===== config.mk =====
export PLATFORM = sky130hd
export DESIGN_NAME = ist_timing
export DESIGN_NICKNAME = d
export VERILOG_FILES = /design/src/rtl/ist_pkg.sv /design/src/rtl/ist_timing.sv /design/src/rtl/ist_periph_cost.sv
export VERILOG_INCLUDE_DIRS = /design/src /design/src/rtl
export SDC_FILE = /design/constraint.sdc
export NUM_CORES = 1
export LEC_CHECK = 0
export BUFFER_PORTS_ARGS = -buffer_cell sky130_fd_sc_hd__buf_2
export CAP_MARGIN = 20
export CORE_MARGIN = 5
export CORE_UTILIZATION = 60
export CTS_BUF_LIST = sky130_fd_sc_hd__clkbuf_8
export DETAILED_ROUTE_END_ITERATION = 6
export PLACE_DENSITY = 0.84
export SYNTH_ARGS = -nofsm -noshare
export SYNTH_HDL_FRONTEND = slang
export SYNTH_SLANG_ARGS = --single-unit
export TNS_END_PERCENT = 20

===== constraint.sdc =====
create_clock -name clk -period 9.51 [get_ports clk]
set_input_delay 0.951 -clock clk [delete_from_list [all_inputs] [get_ports clk]]
set_output_delay 0.951 -clock clk [all_outputs]
set_load 0.01 [all_outputs]

===== src/rtl/ist_defs.svh =====
// Timing constants for the instruction state timing block
`ifndef IST_DEFS_SVH
`define IST_DEFS_SVH
`define IST_CNT_W         4
`define IST_COST_W        2
`define IST_TOT_W         8
`define IST_PID_W         4
`define IST_MEM_COST      2'h2
`define IST_INT_COST      2'h1
`define IST_PER_COST_LO   2'h2
`define IST_PER_COST_HI   2'h3
`define IST_SLOW_MAP      16'h00f0
`endif


===== src/rtl/ist_pkg.sv =====
// Types for the instruction state timing block
package ist_pkg;
  typedef enum logic [2:0] {
    IST_CLS_CUSTOM  = 3'h0,
    IST_CLS_ALU_REG = 3'h1,
    IST_CLS_IMM16   = 3'h2,
    IST_CLS_IMM32   = 3'h3,
    IST_CLS_BRANCH  = 3'h4,
    IST_CLS_BITSET  = 3'h5,
    IST_CLS_CALL    = 3'h6
  } ist_class_t;

  typedef enum logic [4:0] {
    IST_IDLE = 5'h01,
    IST_LOOK = 5'h02,
    IST_CALC = 5'h04,
    IST_RUN  = 5'h08,
    IST_DONE = 5'h10
  } ist_state_t;
endpackage : ist_pkg


===== src/rtl/ist_timing.sv =====
// Instruction state timing: cycle-kind counts times location costs
`timescale 1ns/10ps
`include "ist_defs.svh"
// How it works
// - Total states are the sum over six cycle kinds of count times cost.
// - Every instruction is split into fetch, branch read, stack, byte, word and internal counts.
// - A byte access to a peripheral costs 2 or 3 states, fixed per module.
// - Bit-set on an 8-bit absolute operand takes two fetches and two byte accesses at 2 states each.
// - Indirect call takes two fetches, one branch read and one stack cycle at 2 states each.
module ist_timing
  import ist_pkg::*;
(
  input  wire logic                     clk,
  input  wire logic                     rst_n,
  input  wire logic                     start,
  input  ist_class_t                    cls,
  input  wire logic [`IST_CNT_W-1:0]    cnt_fetch,
  input  wire logic [`IST_CNT_W-1:0]    cnt_branch,
  input  wire logic [`IST_CNT_W-1:0]    cnt_stack,
  input  wire logic [`IST_CNT_W-1:0]    cnt_byte,
  input  wire logic [`IST_CNT_W-1:0]    cnt_word,
  input  wire logic [`IST_CNT_W-1:0]    cnt_internal,
  input  wire logic                     data_periph,
  input  wire logic [`IST_PID_W-1:0]    periph_id,
  output logic                          ready,
  output logic                          state_tick,
  output logic                          done_ff,
  output logic      [`IST_TOT_W-1:0]    total_ff
);
  localparam int CW = `IST_CNT_W;
  localparam int TW = `IST_TOT_W;

  ist_state_t          state_ff;
  ist_state_t          nxt_state;
  ist_class_t          cls_ff;
  logic [CW-1:0]       ci_ff, cj_ff, ck_ff, cl_ff, cm_ff, cn_ff;
  logic                per_ff;
  logic [TW-1:0]       remain_ff;
  logic [`IST_COST_W-1:0] per_cost;

  // ==========================================================
  // Split into cycle-kind counts
  wire logic [CW-1:0] pi, pj, pk, pl, pm, pn;
  wire logic          is_cust;
  assign is_cust = (cls == IST_CLS_CUSTOM);
  assign pi = is_cust                     ? cnt_fetch :
              (cls == IST_CLS_ALU_REG)    ? CW'(1) :
              (cls == IST_CLS_IMM32)      ? CW'(3) : CW'(2);
  assign pj = is_cust ? cnt_branch :
              (cls == IST_CLS_CALL) ? CW'(1) : CW'(0);
  assign pk = is_cust ? cnt_stack :
              (cls == IST_CLS_CALL) ? CW'(1) : CW'(0);
  assign pl = is_cust ? cnt_byte :
              (cls == IST_CLS_BITSET) ? CW'(2) : CW'(0);
  assign pm = is_cust ? cnt_word : CW'(0);
  assign pn = is_cust ? cnt_internal : CW'(0);

  wire logic take;
  assign ready = (state_ff == IST_IDLE);
  assign take  = ready && start;

  ist_periph_cost u_cost (
    .clk     (clk),
    .rst_n   (rst_n),
    .pid     (periph_id),
    .cost_ff (per_cost)
  );

  // ==========================================================
  // Cost per kind and total
  wire logic [`IST_COST_W-1:0] data_cost;
  wire logic [TW-1:0]          sum;
  assign data_cost = per_ff ? per_cost : `IST_MEM_COST;
  assign sum = TW'(ci_ff) * TW'(`IST_MEM_COST) +
               TW'(cj_ff) * TW'(`IST_MEM_COST) +
               TW'(ck_ff) * TW'(`IST_MEM_COST) +
               TW'(cl_ff) * TW'(data_cost) +
               TW'(cm_ff) * TW'(data_cost) +
               TW'(cn_ff) * TW'(`IST_INT_COST);

  // ==========================================================
  // Sequencer
  always_comb begin
    nxt_state = state_ff;
    unique case (state_ff)
      IST_IDLE: if (take) nxt_state = IST_LOOK;
      IST_LOOK: nxt_state = IST_CALC;
      IST_CALC: nxt_state = (sum == '0) ? IST_DONE : IST_RUN;
      IST_RUN:  if (remain_ff == TW'(1)) nxt_state = IST_DONE;
      IST_DONE: nxt_state = IST_IDLE;
    endcase
  end

  assign state_tick = (state_ff == IST_RUN);

  always_ff @(posedge clk or negedge rst_n) begin
    if (!rst_n) begin
      state_ff <= IST_IDLE;
    end else begin
      state_ff <= nxt_state;
    end
  end

  always_ff @(posedge clk or negedge rst_n) begin
    if (!rst_n) begin
      cls_ff <= IST_CLS_CUSTOM;
      ci_ff  <= '0;
      cj_ff  <= '0;
      ck_ff  <= '0;
      cl_ff  <= '0;
      cm_ff  <= '0;
      cn_ff  <= '0;
      per_ff <= 1'b0;
    end else if (take) begin
      cls_ff <= cls;
      ci_ff  <= pi;
      cj_ff  <= pj;
      ck_ff  <= pk;
      cl_ff  <= pl;
      cm_ff  <= pm;
      cn_ff  <= pn;
      per_ff <= is_cust && data_periph;
    end
  end

  always_ff @(posedge clk or negedge rst_n) begin
    if (!rst_n) begin
      total_ff  <= '0;
      remain_ff <= '0;
      done_ff   <= 1'b0;
    end else begin
      done_ff <= (nxt_state == IST_DONE);
      if (state_ff == IST_CALC) begin
        total_ff  <= sum;
        remain_ff <= sum;
      end else if (state_tick) begin
        remain_ff <= remain_ff - TW'(1);
      end
    end
  end
endmodule : ist_timing


===== src/rtl/ist_periph_cost.sv =====
// Per-peripheral byte and word access state cost table, registered read
`timescale 1ns/10ps
`include "ist_defs.svh"
module ist_periph_cost
  import ist_pkg::*;
(
  input  wire logic                     clk,
  input  wire logic                     rst_n,
  input  wire logic [`IST_PID_W-1:0]    pid,
  output logic      [`IST_COST_W-1:0]   cost_ff
);
  localparam logic [15:0] SLOW_MAP = `IST_SLOW_MAP;

  wire logic [`IST_COST_W-1:0] nxt_cost;
  assign nxt_cost = SLOW_MAP[pid] ? `IST_PER_COST_HI : `IST_PER_COST_LO;

  always_ff @(posedge clk or negedge rst_n) begin
    if (!rst_n) begin
      cost_ff <= `IST_PER_COST_LO;
    end else begin
      cost_ff <= nxt_cost;
    end
  end
endmodule : ist_periph_cost


# [After elaboration in Yosys (flattened, before gate mapping)]
# Memory sizes are Yosys's and may differ from the RTL's.
# Cells that the tools add are included.
[word_totals] rom_bits=16 reg_bits=49 word_cells=57 memories=1 ramBits=0 latchBits=0 output_inout_bits=11 inputBits=35
[memory_table] memory="(no name shown)" depth=16 width=1 rd=1 rd_ports_with_merged_regs=0 wr=0 line="ist_periph_cost.sv:15" text="assign nxt_cost = SLOW_MAP[pid] ? `IST_PER_COST_HI : `IST_PER_COST_LO;"
[op_classes] multipliers=2 shift=0 mux=19 order_cmp=1 div_mod_pow=0 eq_ne=11 bitwise_logic=0 n_reduce_logical=5 n_addsub=6
[ops] op="5-bit one-hot mux with 5 select lines" n=1
[ops] op="4-bit two-way mux" n=6
[ops] op="8-bit two-way mux" n=2
[ops] op="5-bit two-way mux" n=3
[ops] op="4-bit by 2-bit multiplier with 6-bit output" n=2
[ops] op="5-bit equality test (second input constant)" n=2
[ops] op="7-bit by 6-bit adder with 8-bit output" n=1
[ops] op="8-bit by 4-bit adder with 8-bit output" n=1
[ops] op="8-bit by 6-bit adder with 8-bit output" n=1
[ops] op="8-bit by 1-bit equality test with 1-bit output (second input constant)" n=1
[ops] op="8-bit logical NOT" n=1
[ops] op="8-bit by 1-bit subtractor with 8-bit output (second input constant)" n=1
[ops] op="6-bit by 5-bit adder with 7-bit output" n=1
[ops] op="5-bit by 5-bit adder with 6-bit output" n=1
[ops] op="3-bit equality test (second input constant)" n=2
[ops] op="2-bit two-way mux" n=3
[ops] op="5-bit by 1-bit equality test with 1-bit output (second input constant)" n=1
[ops] op="5-bit by 2-bit equality test with 1-bit output (second input constant)" n=1
[ops] op="5-bit by 3-bit equality test with 1-bit output (second input constant)" n=1
[ops] op="5-bit by 4-bit equality test with 1-bit output (second input constant)" n=1
[ops] op="4-bit by 5-bit < comparator with 1-bit output (second input constant)" n=1
[ops] op="1-bit two-way mux" n=4
[ops] op="3-bit by 1-bit equality test with 1-bit output (second input constant)" n=1
[ops] op="3-bit by 2-bit equality test with 1-bit output (second input constant)" n=1
[ops] op="other kinds (3)" n=4

# [Depth between registers and ports, before layout]
[depth] depth_word=9 mapped_depth=15 depth_no_buf=14

# [Cells and area by module]
# From an unflattened synthesis, not the netlist that was laid out.
[hier_totals] cells_unflattened=328 hier_area_um2=3042.9
[modules_own_cells] mod="ist_timing" seq_area_each_um2=1177.4 n_inst=1 cells_per_inst=324 area_each_um2=2992.9
[modules_own_cells] mod="ist_periph_cost" seq_area_each_um2=25.0 n_inst=1 cells_per_inst=4 area_each_um2=50.0

# [Least setup slack after synthesis]
# No wires, ideal clock.
[synth_timing] path_type="flip-flop to flip-flop" startpoint="register per_ff" endpoint="register state_ff[3]" stages_incl_launch_ff=15 path_buffers=1 t_arrival_ps=4023 setup_time_ps=124 synth_period_minus_slack_ps=4147 required_ps=9386 slack_ps=5363 path_cell_list="dfrtp_1 > clkbuf_1 > and3_1 > fa_1 > inv_1 > fa_1 > fa_1 > fa_1 > inv_1 > ha_1 > fa_1 > a21o_1 > a21oi_1 > a21oi_1 > a211o_1"
[synth_between] elab_chain_cells=8 word_cells_on_any_way=9 cone_classes="add/sub: 3; mul: 2; mux: 3; reduce/logical: 1"
[synth_lines] item="start: declaration" line="ist_timing.sv:37" text="logic per_ff;"
[synth_lines] item="start signal: assignment" line="ist_timing.sv:122" text="per_ff <= is_cust && data_periph;"
[synth_lines] item="2-bit two-way mux (no source line) (*)"
[synth_lines] item="4-bit by 2-bit multiplier with 6-bit output" line="ist_timing.sv:77" text="TW'(cl_ff) * TW'(data_cost) +"
[synth_lines] item="7-bit by 6-bit adder with 8-bit output" line="ist_timing.sv:74" text="assign sum = TW'(ci_ff) * TW'(`IST_MEM_COST) +"
[synth_lines] item="8-bit by 6-bit adder with 8-bit output (*)" line="ist_timing.sv:74"
[synth_lines] item="8-bit by 4-bit adder with 8-bit output (*)" line="ist_timing.sv:74"
[synth_lines] item="8-bit logical NOT (*)" line="ist_timing.sv:88" text="IST_CALC: nxt_state = (sum == '0) ? IST_DONE : IST_RUN;"
[synth_lines] item="5-bit two-way mux (*)" line="ist_timing.sv:88"
[synth_lines] item="5-bit one-hot mux with 5 select lines (*)" line="ist_timing.sv:85" text="unique case (state_ff)"
[synth_lines] item="named net nxt_state[3]" line="ist_timing.sv:34" text="ist_state_t nxt_state;"
[synth_lines] item="end signal: assignment" line="ist_timing.sv:100" text="state_ff <= nxt_state;"
[synth_lines] item="end: declaration" line="ist_timing.sv:33" text="ist_state_t state_ff;"
# Mark *: on every way through the listed nets, which the timed path passes. The rest lies on a longest branch.
# A chain may end at the register's enable or synchronous reset.

# [Worst setup path after layout]
# Ends and elaborated chain as after synthesis.

==> run metrics <==
DR vias/cell=roughly 5.3; drt total wl=between 5000 and 6000 um; Initial Utilization=between 60% and 70%; Final Skew=between 0.01 and 0.015 ns; fin crit period=roughly 4.3 ns; Routed Antenna Nets=0; Fillers=about 360; vias=around 2.1k; number of post-CTS setup repair buffers=0; HPWL Detailed=4127 um; CTS max path bufs=2; Setup Crit Path Kind=reg -> reg; wire length per cell=between 10 and 15 um; H-tree levels=2; Distinct cells, synth=48; post-synth top area cell=dfrtp_1; Max-Cap Viols=0; Netlist Area Pre-Place=roughly 0.003 mm^2; antenna violations before repair=0; Peak Freq=roughly 230 MHz; Final Net Count=405; Post-synth EDFFs=0; GPL Wtd Cong=between 0.8 and 0.9; Core ar.=about 0.0047 mm^2; largest net degree at the start of global routing=51; Die Wd=roughly 80 um; die height=79.87 um; Synth Warn #=0; Final Hold Viols=0; grt ovf=0; final period utilization=45.61%; Buffers on Ports=between 40 and 50; final instance area=between 0.003 and 0.004 mm^2; hold_buf cts=0; IO Pins=46; Pre-Repair DR Iteration Count=4; TNS Setup=0 ns; Worst Hold Class=reg -> reg; pins over their slew limit=0; #FFs+latches synth=48; vias in the first global route=around 2.1k; Synth async-reset ratio=100.0%; CTS tree=built; CTS Sinks=48; Seq/Total Area, Yosys=between 40% and 50%; full die area=about 0.0064 mm^2; Worst Path Required=~9.7 ns; post-place instance area=approximately 0.0032 mm^2; Syn-to-layout area delta=12.99%; syn avg cell area=9.963 um^2; CP startpoint kind=register; Tot GR Track Use=approximately a fifth; clock slew at reported path FFs=~0.090 ns; Synth top area share=40.15%; Peak VDD IR=between 100 and 150 uV; status=complete, no violations; top post-synthesis cells by area=dfrtp_1 (40%), fa_1 (15%), nand2_1 (7.9%), ha_1 (5.1%), inv_1 (4.5%); ANT cells=0; Worst-Skew Late Latency=0.30 ns; Least-Margin Pin Slew=0.5738 ns; unrepaired setup endpoints after global routing=false; std cell rows=25; CTS Buf Count=5; worst-path maximum fanout=9; crit path DAT=4.52 ns; top_reg_cell synth=dfrtp_1; syn nets=363; static leakage=approximately 1.6 nW; drt drc=0; Worst setup EP type=register; most common cell after layout, fill and taps aside=nand2_1; Setup-failing EPs final=0; pwr/cell area=around 270 mW/mm^2; layout cells sized above 1=19.88%; global-route wire length before repair=about 9600 um; commonest non-fill, non-tap cells in the layout=nand2_1 (62), dfrtp_1 (47), buf_2 (43); Clk Tree Root Cell=clkbuf_8; CTS resizes=0; Initial DRC Count=approximately 130; Rel. slew slack=roughly 60%; Post-Synthesis Cells=294
-- area by class of cell --
cell class                 count  area (um^2)  share of cell area [%]
tap                           67        83.83                   2.533
timing repair buffer          45        246.5                   7.448
sequential                    48         1202                   36.33
multi-input combinational    200         1544                   46.65
inverter                      36        140.1                   4.234
clock buffer                   6        82.58                   2.495
clock inverter                 2        10.01                  0.3025
-- per-stage QoR --
step           hold slack, ns  power, mW  util, %  instances  setup WS (ns)
2_1_floorplan          0.4485     0.6663        -        294          5.363
3_3_place_gp           0.4543     0.7543    67.44        394          5.247
3_5_place_dp           0.4595     0.7810    67.44        394          5.192
4_1_cts                0.4818     0.9053    69.40        402          5.163
5_1_grt                0.5146      1.001    70.07        404          4.977
6_report               0.4749     0.8913    70.07        404          5.172
-- registers in the layout (all words and copies together) (netlist names) --
signal,flops
remain_ff,8
total_ff,8
state_ff,5
ci_ff,4
cj_ff,4
ck_ff,4
cl_ff,4
cm_ff,4
cn_ff,4
done_ff,1
per_ff,1
u_cost.cost_ff,1
-- power breakdown --
part	switching (mW)	leakage, nW	internal [mW]
Clock	0.0650	0.0510	0.0581
Sequential	0.0608	0.633	0.269
Combinational	0.246	0.963	0.193
-- final timing paths --
kind,start,to,slack (ns),depth (start not counted)
min in group asynchronous,rst_n,total_ff[1],0.61,1
setup / recovery,per_ff,state_ff[3],5.17,13
max in group asynchronous,rst_n,state_ff[0],8.31,2
setup reg to reg,per_ff,state_ff[3],5.17,13
hold reg to reg,total_ff[5],total_ff[5],0.47,2
hold / removal,total_ff[5],total_ff[5],0.47,2
-- Yosys cell counts, drive strengths merged, types with 2 or more instances --
| cell | number |
|---|---|
| nor3b | 3 |
| xnor2 | 2 |
| nor3 | 6 |
| o21ai | 23 |
| inv | 35 |
| dfrtp | 47 |
| a21oi | 9 |
| o31ai | 5 |
| nand2 | 63 |
| nand4 | 2 |
| a211oi | 2 |
| mux2 | 3 |
| and3b | 2 |
| clkbuf | 7 |
| and3 | 4 |
| o311ai | 2 |
| nand4b | 2 |
| xor2 | 2 |
| ha | 12 |
| o211ai | 3 |
| nand3 | 6 |
| nor2 | 5 |
| buf | 3 |
| a21o | 6 |
| and2 | 2 |
| fa | 22 |
-- worst max-delay path: stages (launching register included) --
cell     delay (ns)
dfrtp_1        0.49
and3_1         0.23
fa_1           0.47
inv_1          0.05
fa_1           0.46
fa_1           0.52
fa_1           0.55
inv_1          0.05
ha_1           0.22
fa_1           0.40
xor2_1         0.20
nor3_2         0.22
a21oi_1        0.10
a211o_1        0.28
-- metal layers --
| layer | track usage (%) | routed length [um] |
|---|---|---|
| met5 | 0 | 0 |
| met4 | 7.095 | 97 |
| met3 | 2.709 | 149 |
| met2 | 31.97 | 2754 |
| met1 | 25.52 | 2322 |
-- cell families (layout without fill, tap and decap cells) --
| group | count (synthesis) | in the layout | synth area share (%) |
|---|---|---|---|
| compound gates | 56 | 56 | 11.88 |
| fa+ha+maj | 34 | 34 | 20.16 |
| buf+inv | 46 | 89 | 6.408 |
| flops | 48 | 48 | 41.05 |
| simple gates | 102 | 102 | 17.81 |
| mux | 4 | 4 | 1.495 |
| xor+xnor | 4 | 4 | 1.196 |
Note: power is estimated with default switching activity, not from simulation.
